==> src/rtl/dps_cfg.svh <==
// Constants of the debug port protocol select block: opcodes, CRC, guard codes, TAP values.
// Assumes inclusion by bare name from the rtl/ folder.
`ifndef DPS_CFG_SVH
`define DPS_CFG_SVH

`define DPS_FRAME_BITS      5'h18
`define DPS_OPC_JTAG        8'hA5
`define DPS_OPC_GUARD       8'h3C
`define DPS_OPC_THREE_PIN   8'h5A
`define DPS_CRC_POLY        8'h07
`define DPS_CRC_INIT        8'hFF
`define DPS_GUARD_RESET     2'h0
`define DPS_GUARD_PROTECT   2'h1
`define DPS_GUARD_THREE_PIN 2'h3
`define DPS_IR_CAPTURE      8'h01
`define DPS_IR_RESET        8'hFF

`endif

==> src/rtl/dps_pkg.sv <==
// Types shared by the debug port protocol select modules.
// Assumes dps_cfg.svh holds all numeric constants.
package dps_pkg;

    typedef enum logic [2:0] {
        DPS_MODE_TWO_PIN   = 3'h1,
        DPS_MODE_THREE_PIN = 3'h2,
        DPS_MODE_JTAG      = 3'h4
    } dps_mode_t;

    typedef enum logic [2:0] {
        DPS_RX_IDLE = 3'h1,
        DPS_RX_BITS = 3'h2,
        DPS_RX_ACK  = 3'h4
    } dps_rx_t;

    typedef enum logic [15:0] {
        DPS_TAP_TLR   = 16'h0001,
        DPS_TAP_RTI   = 16'h0002,
        DPS_TAP_SELDR = 16'h0004,
        DPS_TAP_CAPDR = 16'h0008,
        DPS_TAP_SHDR  = 16'h0010,
        DPS_TAP_EX1DR = 16'h0020,
        DPS_TAP_PADR  = 16'h0040,
        DPS_TAP_EX2DR = 16'h0080,
        DPS_TAP_UPDR  = 16'h0100,
        DPS_TAP_SELIR = 16'h0200,
        DPS_TAP_CAPIR = 16'h0400,
        DPS_TAP_SHIR  = 16'h0800,
        DPS_TAP_EX1IR = 16'h1000,
        DPS_TAP_PAIR  = 16'h2000,
        DPS_TAP_EX2IR = 16'h4000,
        DPS_TAP_UPIR  = 16'h8000
    } dps_tap_state_t;

endpackage : dps_pkg

==> src/rtl/dps_tap_if.sv <==
// Carrier between the port front end and the test access port controller.
// Assumes both ends run on the same system clock.
`timescale 1ns/1ps
`default_nettype none

interface dps_tap_if #(parameter int IR_WIDTH = 8);
    logic                step;
    logic                tck_fall;
    logic                tms;
    logic                tdi;
    logic                tdo;
    logic                in_reset;
    logic [IR_WIDTH-1:0] ir;

    modport ctrl (output step, output tck_fall, output tms, output tdi,
                  input tdo, input in_reset, input ir);
    modport tap  (input step, input tck_fall, input tms, input tdi,
                  output tdo, output in_reset, output ir);
endinterface : dps_tap_if

`default_nettype wire

==> src/rtl/dps_port.sv <==
// Tool access port front end: telegram receiver, protocol select and guard, TAP feed.
// Assumes the tool drives the port clock pin; it is sampled here, never used as a clock.
// Functional notes
// - Power-on reset starts in two-pin serial mode
// - Protocol changes only on selection telegrams or restart
// - All telegrams need CRC except switch-to-JTAG
// - Guard setting can block switch-to-JTAG telegram
// - Guard 01: protected two-pin, JTAG switch ignored
// - Guard 11: three-pin, JTAG switch still honoured
// - Outside JTAG, TAP mode-select fed zeros
// - Restart acts only on a port clock edge
// - Capture-IR loads instruction shift with 01
// - Shift-IR shifts right, new bit at top
// - Update-IR copies shift register unconditionally
`timescale 1ns/1ps
`default_nettype none
`include "dps_cfg.svh"

module dps_port #(
    parameter int IR_WIDTH = 8
) (
    input  wire logic                 ref_clk_in,
    input  wire logic                 reset_n_in,
    input  wire logic                 debug_port_clock_pin_in,
    input  wire logic                 dbg_data_in,
    output logic                      dbg_data_out,
    output logic                      dbg_data_oe_out,
    input  wire logic                 dbg_aux_in,
    output logic                      dbg_tdo_out,
    output logic                      dbg_tdo_oe_out,
    input  wire logic                 restart_in,
    output dps_pkg::dps_mode_t        protocol_mode_out,
    output logic [1:0]                jtag_switch_guard_mode_out,
    output logic                      telegram_ok_out,
    output logic                      crc_error_out,
    output logic                      tap_in_reset_out,
    output logic [IR_WIDTH-1:0]       jtag_ir_out
);
    import dps_pkg::*;

    localparam int FRAME_BITS = 24;

    if (FRAME_BITS != 24 || IR_WIDTH < 2) begin : g_bad_cfg
        $error("dps_port: unsupported frame or instruction width");
    end

    function automatic logic [7:0] crc8(input logic [15:0] data);
        logic [7:0] c;
        c = `DPS_CRC_INIT;
        for (int i = 15; i >= 0; i--) begin
            c = (c[7] ^ data[i]) ? ({c[6:0], 1'b0} ^ `DPS_CRC_POLY) : {c[6:0], 1'b0};
        end
        crc8 = c;
    endfunction : crc8

    // Pin synchronisers; first stages feed only the second stages
    logic [1:0] clk_sync;
    logic [1:0] data_sync;
    logic [1:0] aux_sync;
    logic       clk_prev;

    always_ff @(posedge ref_clk_in or negedge reset_n_in) begin
        if (!reset_n_in) begin
            clk_sync  <= 2'h0;
            data_sync <= 2'h3;
            aux_sync  <= 2'h0;
            clk_prev  <= 1'b0;
        end else begin
            clk_sync  <= {clk_sync[0], debug_port_clock_pin_in};
            data_sync <= {data_sync[0], dbg_data_in};
            aux_sync  <= {aux_sync[0], dbg_aux_in};
            clk_prev  <= clk_sync[1];
        end
    end

    wire logic link_rise = clk_sync[1] & ~clk_prev;
    wire logic link_fall = ~clk_sync[1] & clk_prev;
    wire logic data_bit  = data_sync[1];
    wire logic aux_bit   = aux_sync[1];

    dps_mode_t   mode;
    dps_rx_t     rx_state;
    logic [4:0]  rx_cnt;
    logic [23:0] rx_shift;
    logic [1:0]  guard;
    logic        ack_val;

    // Decode of the frame as it completes on this edge
    wire logic [23:0] next_frame  = {rx_shift[22:0], data_bit};
    wire logic [7:0]  frame_opc   = next_frame[23:16];
    wire logic [7:0]  frame_arg   = next_frame[15:8];
    wire logic        crc_good    = (crc8(next_frame[23:8]) == next_frame[7:0]);
    wire logic        frame_last  = (rx_cnt == `DPS_FRAME_BITS - 5'h1);
    wire logic        frame_done  = (rx_state == DPS_RX_BITS) && link_rise && frame_last;
    wire logic        is_jtag_opc = (frame_opc == `DPS_OPC_JTAG);
    wire logic        guard_block = (guard == `DPS_GUARD_PROTECT);
    wire logic        jtag_take   = frame_done && is_jtag_opc && !guard_block;
    wire logic        guard_take  = frame_done && (frame_opc == `DPS_OPC_GUARD) && crc_good;
    wire logic        three_take  = frame_done && (frame_opc == `DPS_OPC_THREE_PIN) && crc_good;
    wire logic        frame_ok    = jtag_take || guard_take || three_take;
    wire logic        crc_bad     = frame_done && !is_jtag_opc && !crc_good;
    // Restart is sensed only with a port clock edge; a still clock loses it
    wire logic        restart_hit = restart_in && link_rise;

    always_ff @(posedge ref_clk_in or negedge reset_n_in) begin
        if (!reset_n_in) begin
            mode  <= DPS_MODE_TWO_PIN;
            guard <= `DPS_GUARD_RESET;
        end else if (restart_hit) begin
            mode <= DPS_MODE_TWO_PIN;
        end else if (jtag_take) begin
            mode <= DPS_MODE_JTAG;
        end else if (three_take) begin
            mode <= DPS_MODE_THREE_PIN;
        end else if (guard_take) begin
            guard <= frame_arg[1:0];
            if (frame_arg[1:0] == `DPS_GUARD_THREE_PIN) begin
                mode <= DPS_MODE_THREE_PIN;
            end else if (frame_arg[1:0] == `DPS_GUARD_PROTECT) begin
                mode <= DPS_MODE_TWO_PIN;
            end
        end
    end

    // Telegram receiver: start bit 0, then opcode, argument and CRC, most significant first
    always_ff @(posedge ref_clk_in or negedge reset_n_in) begin
        if (!reset_n_in) begin
            rx_state <= DPS_RX_IDLE;
            rx_cnt   <= 5'h0;
            rx_shift <= 24'h000000;
            ack_val  <= 1'b0;
        end else if (restart_hit || mode == DPS_MODE_JTAG) begin
            rx_state <= DPS_RX_IDLE;
            rx_cnt   <= 5'h0;
        end else if (link_rise) begin
            case (rx_state)
                DPS_RX_IDLE: begin
                    if (!data_bit) begin
                        rx_state <= DPS_RX_BITS;
                        rx_cnt   <= 5'h0;
                    end
                end
                DPS_RX_BITS: begin
                    rx_shift <= next_frame;
                    rx_cnt   <= rx_cnt + 5'h1;
                    if (frame_last) begin
                        rx_state <= jtag_take ? DPS_RX_IDLE : DPS_RX_ACK;
                        ack_val  <= frame_ok;
                    end
                end
                DPS_RX_ACK: begin
                    rx_state <= DPS_RX_IDLE;
                end
                default: begin
                    rx_state <= DPS_RX_IDLE;
                end
            endcase
        end
    end

    dps_tap_if #(.IR_WIDTH(IR_WIDTH)) tap_bus ();

    assign tap_bus.step     = link_rise;
    assign tap_bus.tck_fall = link_fall;
    // Outside JTAG the TAP walks on zeros and leaves Test-Logic-Reset;
    // after the switch the tool must send three ones to get it back from Run-Test/Idle
    assign tap_bus.tms      = (mode == DPS_MODE_JTAG) ? data_bit : 1'b0;
    assign tap_bus.tdi      = aux_bit;

    dps_tap #(.IR_WIDTH(IR_WIDTH)) u_tap (
        .ref_clk_in (ref_clk_in),
        .reset_n_in (reset_n_in),
        .tap_port   (tap_bus)
    );

    // Answer bit goes on the data pin in two-pin mode, on the separate pin in three-pin mode
    wire logic ack_on = (rx_state == DPS_RX_ACK);

    always_ff @(posedge ref_clk_in or negedge reset_n_in) begin
        if (!reset_n_in) begin
            dbg_data_out               <= 1'b0;
            dbg_data_oe_out            <= 1'b0;
            dbg_tdo_out                <= 1'b0;
            dbg_tdo_oe_out             <= 1'b0;
            telegram_ok_out            <= 1'b0;
            crc_error_out              <= 1'b0;
            tap_in_reset_out           <= 1'b1;
            jtag_ir_out                <= IR_WIDTH'(`DPS_IR_RESET);
            protocol_mode_out          <= DPS_MODE_TWO_PIN;
            jtag_switch_guard_mode_out <= `DPS_GUARD_RESET;
        end else begin
            dbg_data_out               <= ack_val;
            dbg_data_oe_out            <= ack_on && (mode == DPS_MODE_TWO_PIN);
            dbg_tdo_out                <= (mode == DPS_MODE_JTAG) ? tap_bus.tdo : ack_val;
            dbg_tdo_oe_out             <= (mode == DPS_MODE_JTAG) || (ack_on && mode == DPS_MODE_THREE_PIN);
            telegram_ok_out            <= frame_ok;
            crc_error_out              <= crc_bad;
            tap_in_reset_out           <= tap_bus.in_reset;
            jtag_ir_out                <= tap_bus.ir;
            protocol_mode_out          <= mode;
            jtag_switch_guard_mode_out <= guard;
        end
    end

endmodule : dps_port

`default_nettype wire

==> src/rtl/dps_tap.sv <==
// Test access port controller stepped by port clock edge pulses.
// Assumes step and tck_fall are one-cycle pulses from the front end.
`timescale 1ns/1ps
`default_nettype none
`include "dps_cfg.svh"

module dps_tap #(
    parameter int IR_WIDTH = 8
) (
    input  wire logic ref_clk_in,
    input  wire logic reset_n_in,
    dps_tap_if.tap    tap_port
);
    import dps_pkg::*;

    if (IR_WIDTH < 2) begin : g_bad_width
        $error("dps_tap: IR_WIDTH must be at least 2");
    end

    dps_tap_state_t      state;
    dps_tap_state_t      next_state;
    logic [IR_WIDTH-1:0] ir_shift;
    logic [IR_WIDTH-1:0] ir;
    logic                bypass;
    logic                tdo;

    function automatic dps_tap_state_t tap_next(input dps_tap_state_t s, input logic tms);
        case (s)
            DPS_TAP_TLR:   tap_next = tms ? DPS_TAP_TLR   : DPS_TAP_RTI;
            DPS_TAP_RTI:   tap_next = tms ? DPS_TAP_SELDR : DPS_TAP_RTI;
            DPS_TAP_SELDR: tap_next = tms ? DPS_TAP_SELIR : DPS_TAP_CAPDR;
            DPS_TAP_CAPDR: tap_next = tms ? DPS_TAP_EX1DR : DPS_TAP_SHDR;
            DPS_TAP_SHDR:  tap_next = tms ? DPS_TAP_EX1DR : DPS_TAP_SHDR;
            DPS_TAP_EX1DR: tap_next = tms ? DPS_TAP_UPDR  : DPS_TAP_PADR;
            DPS_TAP_PADR:  tap_next = tms ? DPS_TAP_EX2DR : DPS_TAP_PADR;
            DPS_TAP_EX2DR: tap_next = tms ? DPS_TAP_UPDR  : DPS_TAP_SHDR;
            DPS_TAP_UPDR:  tap_next = tms ? DPS_TAP_SELDR : DPS_TAP_RTI;
            DPS_TAP_SELIR: tap_next = tms ? DPS_TAP_TLR   : DPS_TAP_CAPIR;
            DPS_TAP_CAPIR: tap_next = tms ? DPS_TAP_EX1IR : DPS_TAP_SHIR;
            DPS_TAP_SHIR:  tap_next = tms ? DPS_TAP_EX1IR : DPS_TAP_SHIR;
            DPS_TAP_EX1IR: tap_next = tms ? DPS_TAP_UPIR  : DPS_TAP_PAIR;
            DPS_TAP_PAIR:  tap_next = tms ? DPS_TAP_EX2IR : DPS_TAP_PAIR;
            DPS_TAP_EX2IR: tap_next = tms ? DPS_TAP_UPIR  : DPS_TAP_SHIR;
            DPS_TAP_UPIR:  tap_next = tms ? DPS_TAP_SELDR : DPS_TAP_RTI;
            default:       tap_next = DPS_TAP_TLR;
        endcase
    endfunction : tap_next

    assign next_state = tap_next(state, tap_port.tms);

    always_ff @(posedge ref_clk_in or negedge reset_n_in) begin
        if (!reset_n_in) begin
            state <= DPS_TAP_TLR;
        end else if (tap_port.step) begin
            state <= next_state;
        end
    end

    always_ff @(posedge ref_clk_in or negedge reset_n_in) begin
        if (!reset_n_in) begin
            ir_shift <= '0;
            ir       <= IR_WIDTH'(`DPS_IR_RESET);
            bypass   <= 1'b0;
        end else if (tap_port.step) begin
            if (next_state == DPS_TAP_CAPIR) begin
                ir_shift <= IR_WIDTH'(`DPS_IR_CAPTURE);
            end else if (state == DPS_TAP_SHIR) begin
                ir_shift <= {tap_port.tdi, ir_shift[IR_WIDTH-1:1]};
            end
            // Copy happens even with zero bits shifted: host must shift a full word
            if (next_state == DPS_TAP_UPIR) begin
                ir <= ir_shift;
            end else if (next_state == DPS_TAP_TLR) begin
                ir <= IR_WIDTH'(`DPS_IR_RESET);
            end
            if (next_state == DPS_TAP_CAPDR) begin
                bypass <= 1'b0;
            end else if (state == DPS_TAP_SHDR) begin
                bypass <= tap_port.tdi;
            end
        end
    end

    // Output changes on the falling port clock so the host samples a settled bit
    always_ff @(posedge ref_clk_in or negedge reset_n_in) begin
        if (!reset_n_in) begin
            tdo <= 1'b0;
        end else if (tap_port.tck_fall) begin
            tdo <= (state == DPS_TAP_SHIR) ? ir_shift[0] : ((state == DPS_TAP_SHDR) ? bypass : 1'b0);
        end
    end

    assign tap_port.tdo      = tdo;
    assign tap_port.ir       = ir;
    assign tap_port.in_reset = (state == DPS_TAP_TLR);

endmodule : dps_tap

`default_nettype wire

==> config.mk <==
export PLATFORM = sky130hd
export DESIGN_NAME = dps_port
export DESIGN_NICKNAME = d
export VERILOG_FILES = /design/src/rtl/dps_pkg.sv /design/src/rtl/dps_tap_if.sv /design/src/rtl/dps_port.sv /design/src/rtl/dps_tap.sv
export VERILOG_INCLUDE_DIRS = /design/src /design/src/rtl
export SDC_FILE = /design/constraint.sdc
export NUM_CORES = 1
export LEC_CHECK = 0
export ABC_CLOCK_PERIOD_IN_PS = 3890
export BUFFER_PORTS_ARGS = -buffer_cell sky130_fd_sc_hd__buf_2
export CELL_PAD_IN_SITES_DETAIL_PLACEMENT = 0
export CELL_PAD_IN_SITES_GLOBAL_PLACEMENT = 2
export CORE_MARGIN = 2
export CORE_UTILIZATION = 43
export CTS_BUF_LIST = sky130_fd_sc_hd__clkbuf_4
export DETAILED_ROUTE_END_ITERATION = 12
export PLACE_DENSITY = 0.87
export REMOVE_ABC_BUFFERS = 1
export SKIP_CTS_REPAIR_TIMING = 1
export SYNTH_ARGS = -nofsm -noshare
export SYNTH_HDL_FRONTEND = slang
export SYNTH_SLANG_ARGS = --single-unit
==> constraint.sdc <==
create_clock -name ref_clk_in -period 3.89 [get_ports ref_clk_in]
set_input_delay 0.389 -clock ref_clk_in [delete_from_list [all_inputs] [get_ports ref_clk_in]]
set_output_delay 0.389 -clock ref_clk_in [all_outputs]
set_load 0.01 [all_outputs]
==> results of run 1 <==
-- where the power goes --
part	switching (mW)	internal, mW
clock network	0.359	0.212
logic	0.572	0.518
registers	0.106	1.11
-- routing by layer --
layer,vias to the layer above,part of all wire [%]
met3,9,3.4
li1,1586,-
met2,52,46
met1,1544,50
met4,0,1.1
met5,-,0
-- final cells by class --
cell class / instances / share of cell area [%]
sequential: 98 / 47.97
multi-input combinational: 294 / 40.83
timing repair buffer: 36 / 4.161
tap: 140 / 3.387
clock buffer: 10 / 1.451
clock inverter: 6 / 1.403
inverter: 11 / 0.7983
-- state kept, by name (all words and copies together) (netlist names), 3 cells and up --
signal and count:
u_tap.state 16, rx_cnt 5, u_tap.tap_port.ir 8, rx_shift 23, rx_state 3, jtag_ir_out 8
u_tap.ir_shift 8, protocol_mode_out 3, mode 3
-- worst min path at each step --
stage,cells after the start,startpoint,endpoint,slack (ns)
after CTS,1,dbg_data_in,data_sync[0]$_DFF_PN1_,-0.02
after global routing,1,dbg_aux_in,aux_sync[0]$_DFF_PN0_,0.003
after global placement,0,aux_sync[0]$_DFF_PN0_,aux_sync[1]$_DFF_PN0_,0.34
final,1,dbg_aux_in,aux_sync[0]$_DFF_PN0_,0.03
after detailed placement,0,clk_sync[0]$_DFF_PN0_,clk_sync[1]$_DFF_PN0_,0.34
after floorplan,0,reset_n_in,ack_val$_DFFE_PN0P_,0.09
-- cells in the final DEF (no fill, tap or decap), types with 9 or more instances in the layout --
cell type / netlist / final
a22o_1: 10 / 10
nand3_1: 9 / 9
clkbuf_4: 0 / 10
nand2_1: 37 / 37
buf_4: 0 / 10
a21oi_1: 11 / 11
ha_1: 10 / 10
dfrtp_1: 75 / 75
nor3_1: 10 / 10
o21ai_0: 28 / 28
mux2_2: 22 / 22
inv_1: 11 / 11
xnor2_1: 22 / 22
dfstp_2: 23 / 23
nor2_1: 17 / 16
buf_2: 0 / 24
-- metrics by stage --
stage / power [mW] / setup slack, ns
2_1_floorplan: 2.073 / 0.6272
3_3_place_gp: 2.293 / 0.4885
3_5_place_dp: 2.313 / 0.3780
4_1_cts: 2.892 / 0.3211
5_1_grt: 3.090 / 0.1071
6_report: 2.879 / 0.2678
-- cell families (layout without fill, tap and decap cells) --
family,count (synthesis),count (layout)
flip-flops,98,98
AND/OR/NAND/NOR,138,138
XOR/XNOR,35,35
buffers and inverters,29,63
adder cells (fa/ha/maj),10,10
multiplexers,24,24
AO/OA/AOI/OAI,87,87
==> metrics.txt, run 1 <==
# TYPE chip_impl_metric gauge
chip_impl_info{name="cp_slowest_cell",value="a222oi_1"} 1
chip_impl_metric{name="final-setup-viol-count",unit=""} 0
chip_impl_info{name="run_status",value="complete, no violations"} 1
chip_impl_metric{name="worst-slew-pin-transition",unit="ns"} 0.8939
chip_impl_metric{name="drtPass1Iterations",unit=""} 4
chip_impl_metric{name="totalWireLength",unit="µm"} 9514
chip_impl_metric{name="fin_hold_ws",unit="ns"} 0.02875
chip_impl_metric{name="routed_wire_length_per_instance",unit="µm"} 15.99
chip_impl_metric{name="grt_first_pass_wirelength",unit="µm"} 15950
chip_impl_metric{name="cts-htree-levels",unit=""} 3
chip_impl_metric{name="cp.arrival",unit="ns"} 3.97
chip_impl_metric{name="avgSynthCellArea",unit="µm²"} 11.16
chip_impl_metric{name="top_level_ports",unit=""} 26
chip_impl_metric{name="die_w",unit="µm"} 108.5
chip_impl_metric{name="numPortBuffers",unit=""} 25
chip_impl_metric{name="synth_edf_count",unit=""} 0
chip_impl_metric{name="dieHeight",unit="µm"} 108.5
chip_impl_metric{name="data_required_time_at_the_worst_endpoint",unit="ns"} 4.24
chip_impl_metric{name="fp.dieArea",unit="mm²"} 0.01178
chip_impl_info{name="cts_root_buf",value="clkbuf_4"} 1
chip_impl_metric{name="cap_viol_max_count",unit=""} 0
chip_impl_metric{name="period_minus_slack",unit="ns"} 3.622
chip_impl_metric{name="synthArstFlopShare",unit="%"} 100.0
chip_impl_metric{name="sum_of_net_half_perimeters_after_detailed_placement",unit="µm"} 6829
chip_impl_info{name="synth_common_cells",value="dfrtp_1 (75), nand2_1 (37), o21ai_0 (28), dfstp_2 (23)"} 1
chip_impl_metric{name="cts_buf_count",unit=""} 9
chip_impl_info{name="timing.hold.worst.class",value="in2reg"} 1
chip_impl_metric{name="cts.path.max_buffers",unit=""} 2
chip_impl_metric{name="design_area",unit="mm²"} 0.005172
chip_impl_metric{name="leakage",unit="nW"} 2.331
chip_impl_metric{name="cts.reportedPaths.clkPinSlew",unit="ns"} 0.16
chip_impl_info{name="synth.most_common_cell",value="dfrtp_1"} 1
chip_impl_metric{name="post_synthesis_compound_gate_area_fraction",unit="%"} 12.43
chip_impl_metric{name="initial_utilization",unit="%"} 43.74
chip_impl_metric{name="netlist.area_leader.share",unit="%"} 39.94
chip_impl_metric{name="drc",unit=""} 0
chip_impl_metric{name="wp_buf_inv",unit=""} 1
chip_impl_info{name="critical_path.endpoint_type",value="register"} 1
chip_impl_info{name="critPathLaunchType",value="register"} 1
chip_impl_metric{name="layout.area.seq",unit="mm²"} 0.002481
chip_impl_info{name="grt-busiest-layer",value="met2"} 1
chip_impl_metric{name="num_rows",unit=""} 38
chip_impl_metric{name="globalRouteMet2Util",unit="%"} 27.23
chip_impl_metric{name="synth_seq_cells",unit=""} 98
chip_impl_metric{name="hold_viol",unit=""} 0
chip_impl_info{name="critPathKind",value="reg2reg"} 1
chip_impl_metric{name="synth_cell_type_count",unit=""} 54
chip_impl_metric{name="final.setup_skew",unit="ns"} 0.01363
chip_impl_metric{name="synth.mux.area_fraction",unit="%"} 5.698
chip_impl_metric{name="cp_slowest_stage_delay",unit="ns"} 0.52
chip_impl_metric{name="antenna-diode-count",unit=""} 0
chip_impl_metric{name="synthToLayoutAreaGrowth",unit="%"} 10.06
chip_impl_metric{name="dr_total_vias",unit=""} 3191
chip_impl_metric{name="multi_input_area",unit="mm²"} 0.002112
chip_impl_metric{name="core_region_area",unit="mm²"} 0.01075
chip_impl_info{name="unrepaired_setup_endpoints_after_global_routing",value="no"} 1
chip_impl_metric{name="power_density",unit="mW/mm²"} 556.6
chip_impl_info{name="synth_top_family_by_area",value="simple AND/OR/NAND/NOR gates"} 1
chip_impl_metric{name="worst_r2r_path_depth",unit=""} 9
chip_impl_metric{name="finalWeightedCongestion",unit=""} 0.8537
chip_impl_metric{name="post_synth_inst_count",unit=""} 421
chip_impl_metric{name="global_route_usage_over_all_layers",unit="%"} 17.47
chip_impl_metric{name="fmax",unit="MHz"} 276.1
chip_impl_metric{name="cts.sinks",unit=""} 98
chip_impl_metric{name="gr-usage-met3",unit="%"} 3.617
chip_impl_metric{name="post_synth_fa_ha_maj_area_fraction",unit="%"} 2.662
chip_impl_metric{name="final-max-slew-violation-count",unit=""} 0
chip_impl_info{name="cts_tree",value="yes"} 1
chip_impl_metric{name="fin_util",unit="%"} 48.14
chip_impl_metric{name="initial_antenna_violation_count",unit=""} 0
chip_impl_metric{name="largest_net_degree_at_the_start_of_global_routing",unit=""} 74
chip_impl_info{name="synth_flop_cell",value="dfrtp_1"} 1
chip_impl_metric{name="placed_cell_area",unit="mm²"} 0.005005
chip_impl_metric{name="timing.slew.headroom",unit="%"} 40.41
chip_impl_metric{name="worst_vdd_drop",unit="mV"} 0.2889
chip_impl_metric{name="rrSetupSlack",unit="ns"} 0.27
chip_impl_metric{name="vias_in_the_first_global_route",unit=""} 3107
chip_impl_metric{name="finalCritPeriodShare",unit="%"} 93.12
chip_impl_metric{name="grt_total_ovfl",unit=""} 0
chip_impl_info{name="cp_cell_sequence",value="inv_1, ha_1, xnor3_2, xnor3_1, or3_1, a211o_1, a222oi_1, nand4b_1, mux2_2"} 1
chip_impl_metric{name="proportion_of_layout_cells_with_a_drive_suffix_above_1",unit="%"} 22.64
chip_impl_metric{name="final_antenna_net_count",unit=""} 0
chip_impl_metric{name="dp_cells",unit=""} 577
chip_impl_info{name="critPathCapture",value="guard[1]$_DFFE_PN0P_"} 1
chip_impl_info{name="library_cell_with_the_largest_summed_area_after_synthesis",value="dfrtp_1"} 1
chip_impl_metric{name="synth_seq_area_share",unit="%"} 52.80
chip_impl_metric{name="clk_latency",unit="ns"} 0.45
chip_impl_metric{name="synthesis.area",unit="mm²"} 0.004700
chip_impl_metric{name="critical_path.max_fanout",unit=""} 4
chip_impl_info{name="critical_path.startpoint",value="rx_shift[21]$_DFFE_PN0P_"} 1
chip_impl_metric{name="avgViaCountPerCell",unit=""} 5.363
chip_impl_info{name="synth.top_cells.by_area",value="dfrtp_1 (40%), dfstp_2 (13%), mux2_2 (5.3%)"} 1
chip_impl_metric{name="synthSimpleGateAreaFrac",unit="%"} 16.11
chip_impl_info{name="timing.critical_path.max_delay_family",value="compound AO/OA/AOI/OAI gates"} 1
chip_impl_metric{name="yosys.area_share.xor_xnor",unit="%"} 7.987
chip_impl_metric{name="drt-initial-drc-count",unit=""} 228
chip_impl_metric{name="use_met1",unit="%"} 24.83
chip_impl_metric{name="critical_path_depth",unit=""} 9
chip_impl_metric{name="total_of_warnings_raised_by_yosys",unit=""} 0
chip_impl_info{name="r2r_start",value="rx_shift[21]$_DFFE_PN0P_"} 1
chip_impl_metric{name="final.fill_count",unit=""} 1007
chip_impl_metric{name="finalNonFillerCells",unit=""} 595
chip_impl_metric{name="nets",unit=""} 466
chip_impl_info{name="reg2reg_to",value="guard[1]$_DFFE_PN0P_"} 1
chip_impl_metric{name="fin_setup_tns",unit="ns"} 0
(Power assumes the default switching activity.)
==> inputs of run 2 (changes only) <==
--- a/config.mk
+++ b/config.mk
@@ -14,6 +14,7 @@
 export CORE_UTILIZATION = 43
 export CTS_BUF_LIST = sky130_fd_sc_hd__clkbuf_4
 export DETAILED_ROUTE_END_ITERATION = 12
+export HOLD_SLACK_MARGIN = 0.06
 export PLACE_DENSITY = 0.87
 export REMOVE_ABC_BUFFERS = 1
 export SKIP_CTS_REPAIR_TIMING = 1
==> run 2 against run 1 <==
Against the previous run: combinational power barely moved; worst setup slack improved by 0.0020 ns; core utilization rose by 0.093 points; die area did not move; clock-buffer cell count did not move; via count barely moved; global-route usage did not move; clock power barely moved.
==> metrics.txt, run 2 (same netlist as run 1, synthesis figures left out) <==
# TYPE chip_impl_metric gauge
chip_impl_info{name="most_common_library_cell_in_the_layout_ignoring_fill_and_taps",value="dfrtp_1"} 1
chip_impl_info{name="cp_slowest_cell",value="a222oi_1"} 1
chip_impl_metric{name="initial_utilization",unit="%"} 43.74
chip_impl_metric{name="worst_r2r_path_depth",unit=""} 9
chip_impl_metric{name="critical_path_depth",unit=""} 9
chip_impl_metric{name="dp_cells",unit=""} 577
chip_impl_metric{name="detailroute.wirelength.met3",unit="µm"} 294
chip_impl_info{name="critPathLaunchType",value="register"} 1
chip_impl_metric{name="finalWeightedCongestion",unit=""} 0.8537
chip_impl_info{name="timing.hold.worst.class",value="in2async"} 1
chip_impl_info{name="r2r_start",value="rx_shift[21]$_DFFE_PN0P_"} 1
chip_impl_metric{name="finalPower",unit="mW"} 2.880
chip_impl_metric{name="internal_power_consumption",unit="mW"} 1.842
chip_impl_metric{name="cts-htree-levels",unit=""} 3
chip_impl_metric{name="synthToLayoutAreaGrowth",unit="%"} 10.28
chip_impl_metric{name="drt-initial-drc-count",unit=""} 239
chip_impl_metric{name="power_frac_clock",unit="%"} 19.9
chip_impl_metric{name="grt_total_ovfl",unit=""} 0
chip_impl_metric{name="largest_net_degree_at_the_start_of_global_routing",unit=""} 74
chip_impl_metric{name="num_rows",unit=""} 38
chip_impl_info{name="cts_tree",value="yes"} 1
chip_impl_metric{name="period_minus_slack",unit="ns"} 3.620
chip_impl_metric{name="final-max-slew-violation-count",unit=""} 0
chip_impl_metric{name="antenna-diode-count",unit=""} 0
chip_impl_info{name="registers.top_by_ff_count",value="rx_shift"} 1
chip_impl_info{name="critical_path.startpoint",value="rx_shift[21]$_DFFE_PN0P_"} 1
chip_impl_metric{name="numPortBuffers",unit=""} 25
chip_impl_info{name="layout_common_cells",value="dfrtp_1 (75), nand2_1 (37), o21ai_0 (28)"} 1
chip_impl_metric{name="worst_vdd_drop",unit="mV"} 0.2890
chip_impl_info{name="timing.critical_path.max_delay_family",value="compound AO/OA/AOI/OAI gates"} 1
chip_impl_metric{name="flip_flop_count_of_the_largest_register_after_layout",unit=""} 23
chip_impl_metric{name="dr_total_vias",unit=""} 3193
chip_impl_metric{name="cp_slowest_stage_delay",unit="ns"} 0.52
chip_impl_metric{name="cts.path.max_buffers",unit=""} 2
chip_impl_metric{name="cts.reportedPaths.clkPinSlew",unit="ns"} 0.16
chip_impl_metric{name="comb_power_share",unit="%"} 37.8
chip_impl_metric{name="final-setup-viol-count",unit=""} 0
chip_impl_metric{name="worst-slew-pin-transition",unit="ns"} 0.8927
chip_impl_metric{name="timing.slew.headroom",unit="%"} 40.48
chip_impl_metric{name="vias_in_the_first_global_route",unit=""} 3107
chip_impl_metric{name="data_required_time_at_the_worst_endpoint",unit="ns"} 4.24
chip_impl_metric{name="fin_setup_tns",unit="ns"} 0
chip_impl_metric{name="cp.arrival",unit="ns"} 3.97
chip_impl_metric{name="avgViaCountPerCell",unit=""} 5.357
chip_impl_metric{name="power.switching_fraction",unit="%"} 36.05
chip_impl_info{name="top_layer",value="met4"} 1
chip_impl_metric{name="grt_first_pass_wirelength",unit="µm"} 15950
chip_impl_info{name="cp_cell_sequence",value="inv_1, ha_1, xnor3_2, xnor3_1, or3_1, a211o_1, a222oi_1, nand4b_1, mux2_2"} 1
chip_impl_metric{name="dieHeight",unit="µm"} 108.5
chip_impl_metric{name="hold_viol",unit=""} 0
chip_impl_metric{name="cts.sinks",unit=""} 98
chip_impl_metric{name="wp_buf_inv",unit=""} 1
chip_impl_info{name="unrepaired_setup_endpoints_after_global_routing",value="no"} 1
chip_impl_metric{name="top_level_ports",unit=""} 26
chip_impl_metric{name="cap_viol_max_count",unit=""} 0
chip_impl_metric{name="cts_buf_count",unit=""} 9
chip_impl_metric{name="sum_of_net_half_perimeters_after_detailed_placement",unit="µm"} 6829
chip_impl_metric{name="final.setup_skew",unit="ns"} 0.01370
chip_impl_info{name="reg2reg_to",value="guard[1]$_DFFE_PN0P_"} 1
chip_impl_metric{name="global_route_usage_over_all_layers",unit="%"} 17.47
chip_impl_metric{name="initial_antenna_violation_count",unit=""} 0
chip_impl_metric{name="totalWireLength",unit="µm"} 9525
chip_impl_metric{name="critical_path.max_fanout",unit=""} 4
chip_impl_metric{name="finalNonFillerCells",unit=""} 596
chip_impl_info{name="critPathKind",value="reg2reg"} 1
chip_impl_metric{name="clk_latency",unit="ns"} 0.46
chip_impl_metric{name="finalCritPeriodShare",unit="%"} 93.06
chip_impl_metric{name="leakage",unit="nW"} 2.336
chip_impl_metric{name="proportion_of_layout_cells_with_a_drive_suffix_above_1",unit="%"} 22.59
chip_impl_metric{name="fmax",unit="MHz"} 276.2
chip_impl_metric{name="detail_route.wirelength.met1",unit="µm"} 4738
chip_impl_metric{name="drtPass1Iterations",unit=""} 4
chip_impl_metric{name="final.fill_count",unit=""} 1007
chip_impl_metric{name="drc",unit=""} 0
chip_impl_metric{name="routed_wire_length_per_instance",unit="µm"} 15.98
chip_impl_metric{name="power_density",unit="mW/mm²"} 555.7
chip_impl_metric{name="nets",unit=""} 467
chip_impl_info{name="critPathCapture",value="guard[1]$_DFFE_PN0P_"} 1
chip_impl_metric{name="fin_util",unit="%"} 48.23
chip_impl_metric{name="fp.dieArea",unit="mm²"} 0.01178
chip_impl_info{name="run_status",value="complete, no violations"} 1
chip_impl_metric{name="rrSetupSlack",unit="ns"} 0.27
chip_impl_metric{name="part_of_the_total_power_dissipated_in_sequential_elements",unit="%"} 42.3
chip_impl_info{name="cts_root_buf",value="clkbuf_4"} 1
chip_impl_metric{name="final_antenna_net_count",unit=""} 0
chip_impl_metric{name="core_region_area",unit="mm²"} 0.01075
chip_impl_info{name="reg.largest.list",value="rx_shift (23), u_tap.state (16)"} 1
chip_impl_metric{name="die_w",unit="µm"} 108.5
chip_impl_info{name="critical_path.endpoint_type",value="register"} 1
chip_impl_metric{name="dr_wl_met2",unit="µm"} 4379
chip_impl_metric{name="p_sw",unit="mW"} 1.038
==> run 2: changes by cell type in the layout (fill, tap and decap cells not counted), sizes merged <==
cell and change:
dlygate4sd3 +1
==> run 2: how the worst min path moves through the flow <==
stage	start	slack (ns)	to
finish	reset_n_in	0.03	u_tap.ir_shift[2]$_DFFE_PN0P_
CTS	dbg_data_in	-0.02	data_sync[0]$_DFF_PN1_
global route	reset_n_in	0.08	u_tap.ir_shift[5]$_DFFE_PN0P_
detailed placement	clk_sync[0]$_DFF_PN0_	0.34	clk_sync[1]$_DFF_PN0_
floorplan	reset_n_in	0.09	ack_val$_DFFE_PN0P_
global placement	aux_sync[0]$_DFF_PN0_	0.34	aux_sync[1]$_DFF_PN0_
==> run 2: through the flow <==
step	worst slack, ns	cell area (µm²)	hold slack [ns]
final	0.2698	5182	0.03198
after detailed placement	0.3780	5005	0.3386
after CTS	0.3211	5152	-0.01767
after global placement	0.4885	5005	0.3351
after global routing	0.1071	5182	0.07766
after floorplan	0.6272	4632	0.09341
==> run 2: layout make-up <==
| type | count | area, µm² | share of cell area [%] |
|---|---|---|---|
| clock buffer | 10 | 75.07 | 1.449 |
| clock inverter | 6 | 72.57 | 1.400 |
| inverter | 11 | 41.29 | 0.7967 |
| multi-input combinational | 294 | 2112 | 40.75 |
| sequential | 98 | 2481 | 47.88 |
| tap | 140 | 175.2 | 3.380 |
| timing repair buffer | 37 | 225.2 | 4.346 |
==> run 2: per-layer routing <==
layer | global-route usage [%] | vias to the layer above
li1 | - | 1589
met1 | 24.83 | 1549
met2 | 27.23 | 46
met3 | 3.617 | 9
met4 | 4.670 | 0
met5 | 0 | -
==> run 2: power by group through the flow <==
| stage | logic [mW] | clock network (mW) | registers [mW] |
|---|---|---|---|
| 2_1_floorplan | 0.863 | 0 | 1.21 |
| 3_3_place_gp | 1.06 | 0 | 1.23 |
| 3_5_place_dp | 1.08 | 0 | 1.24 |
| 4_1_cts | 1.08 | 0.590 | 1.22 |
| 5_1_grt | 1.22 | 0.635 | 1.23 |
| 6_report | 1.09 | 0.573 | 1.22 |
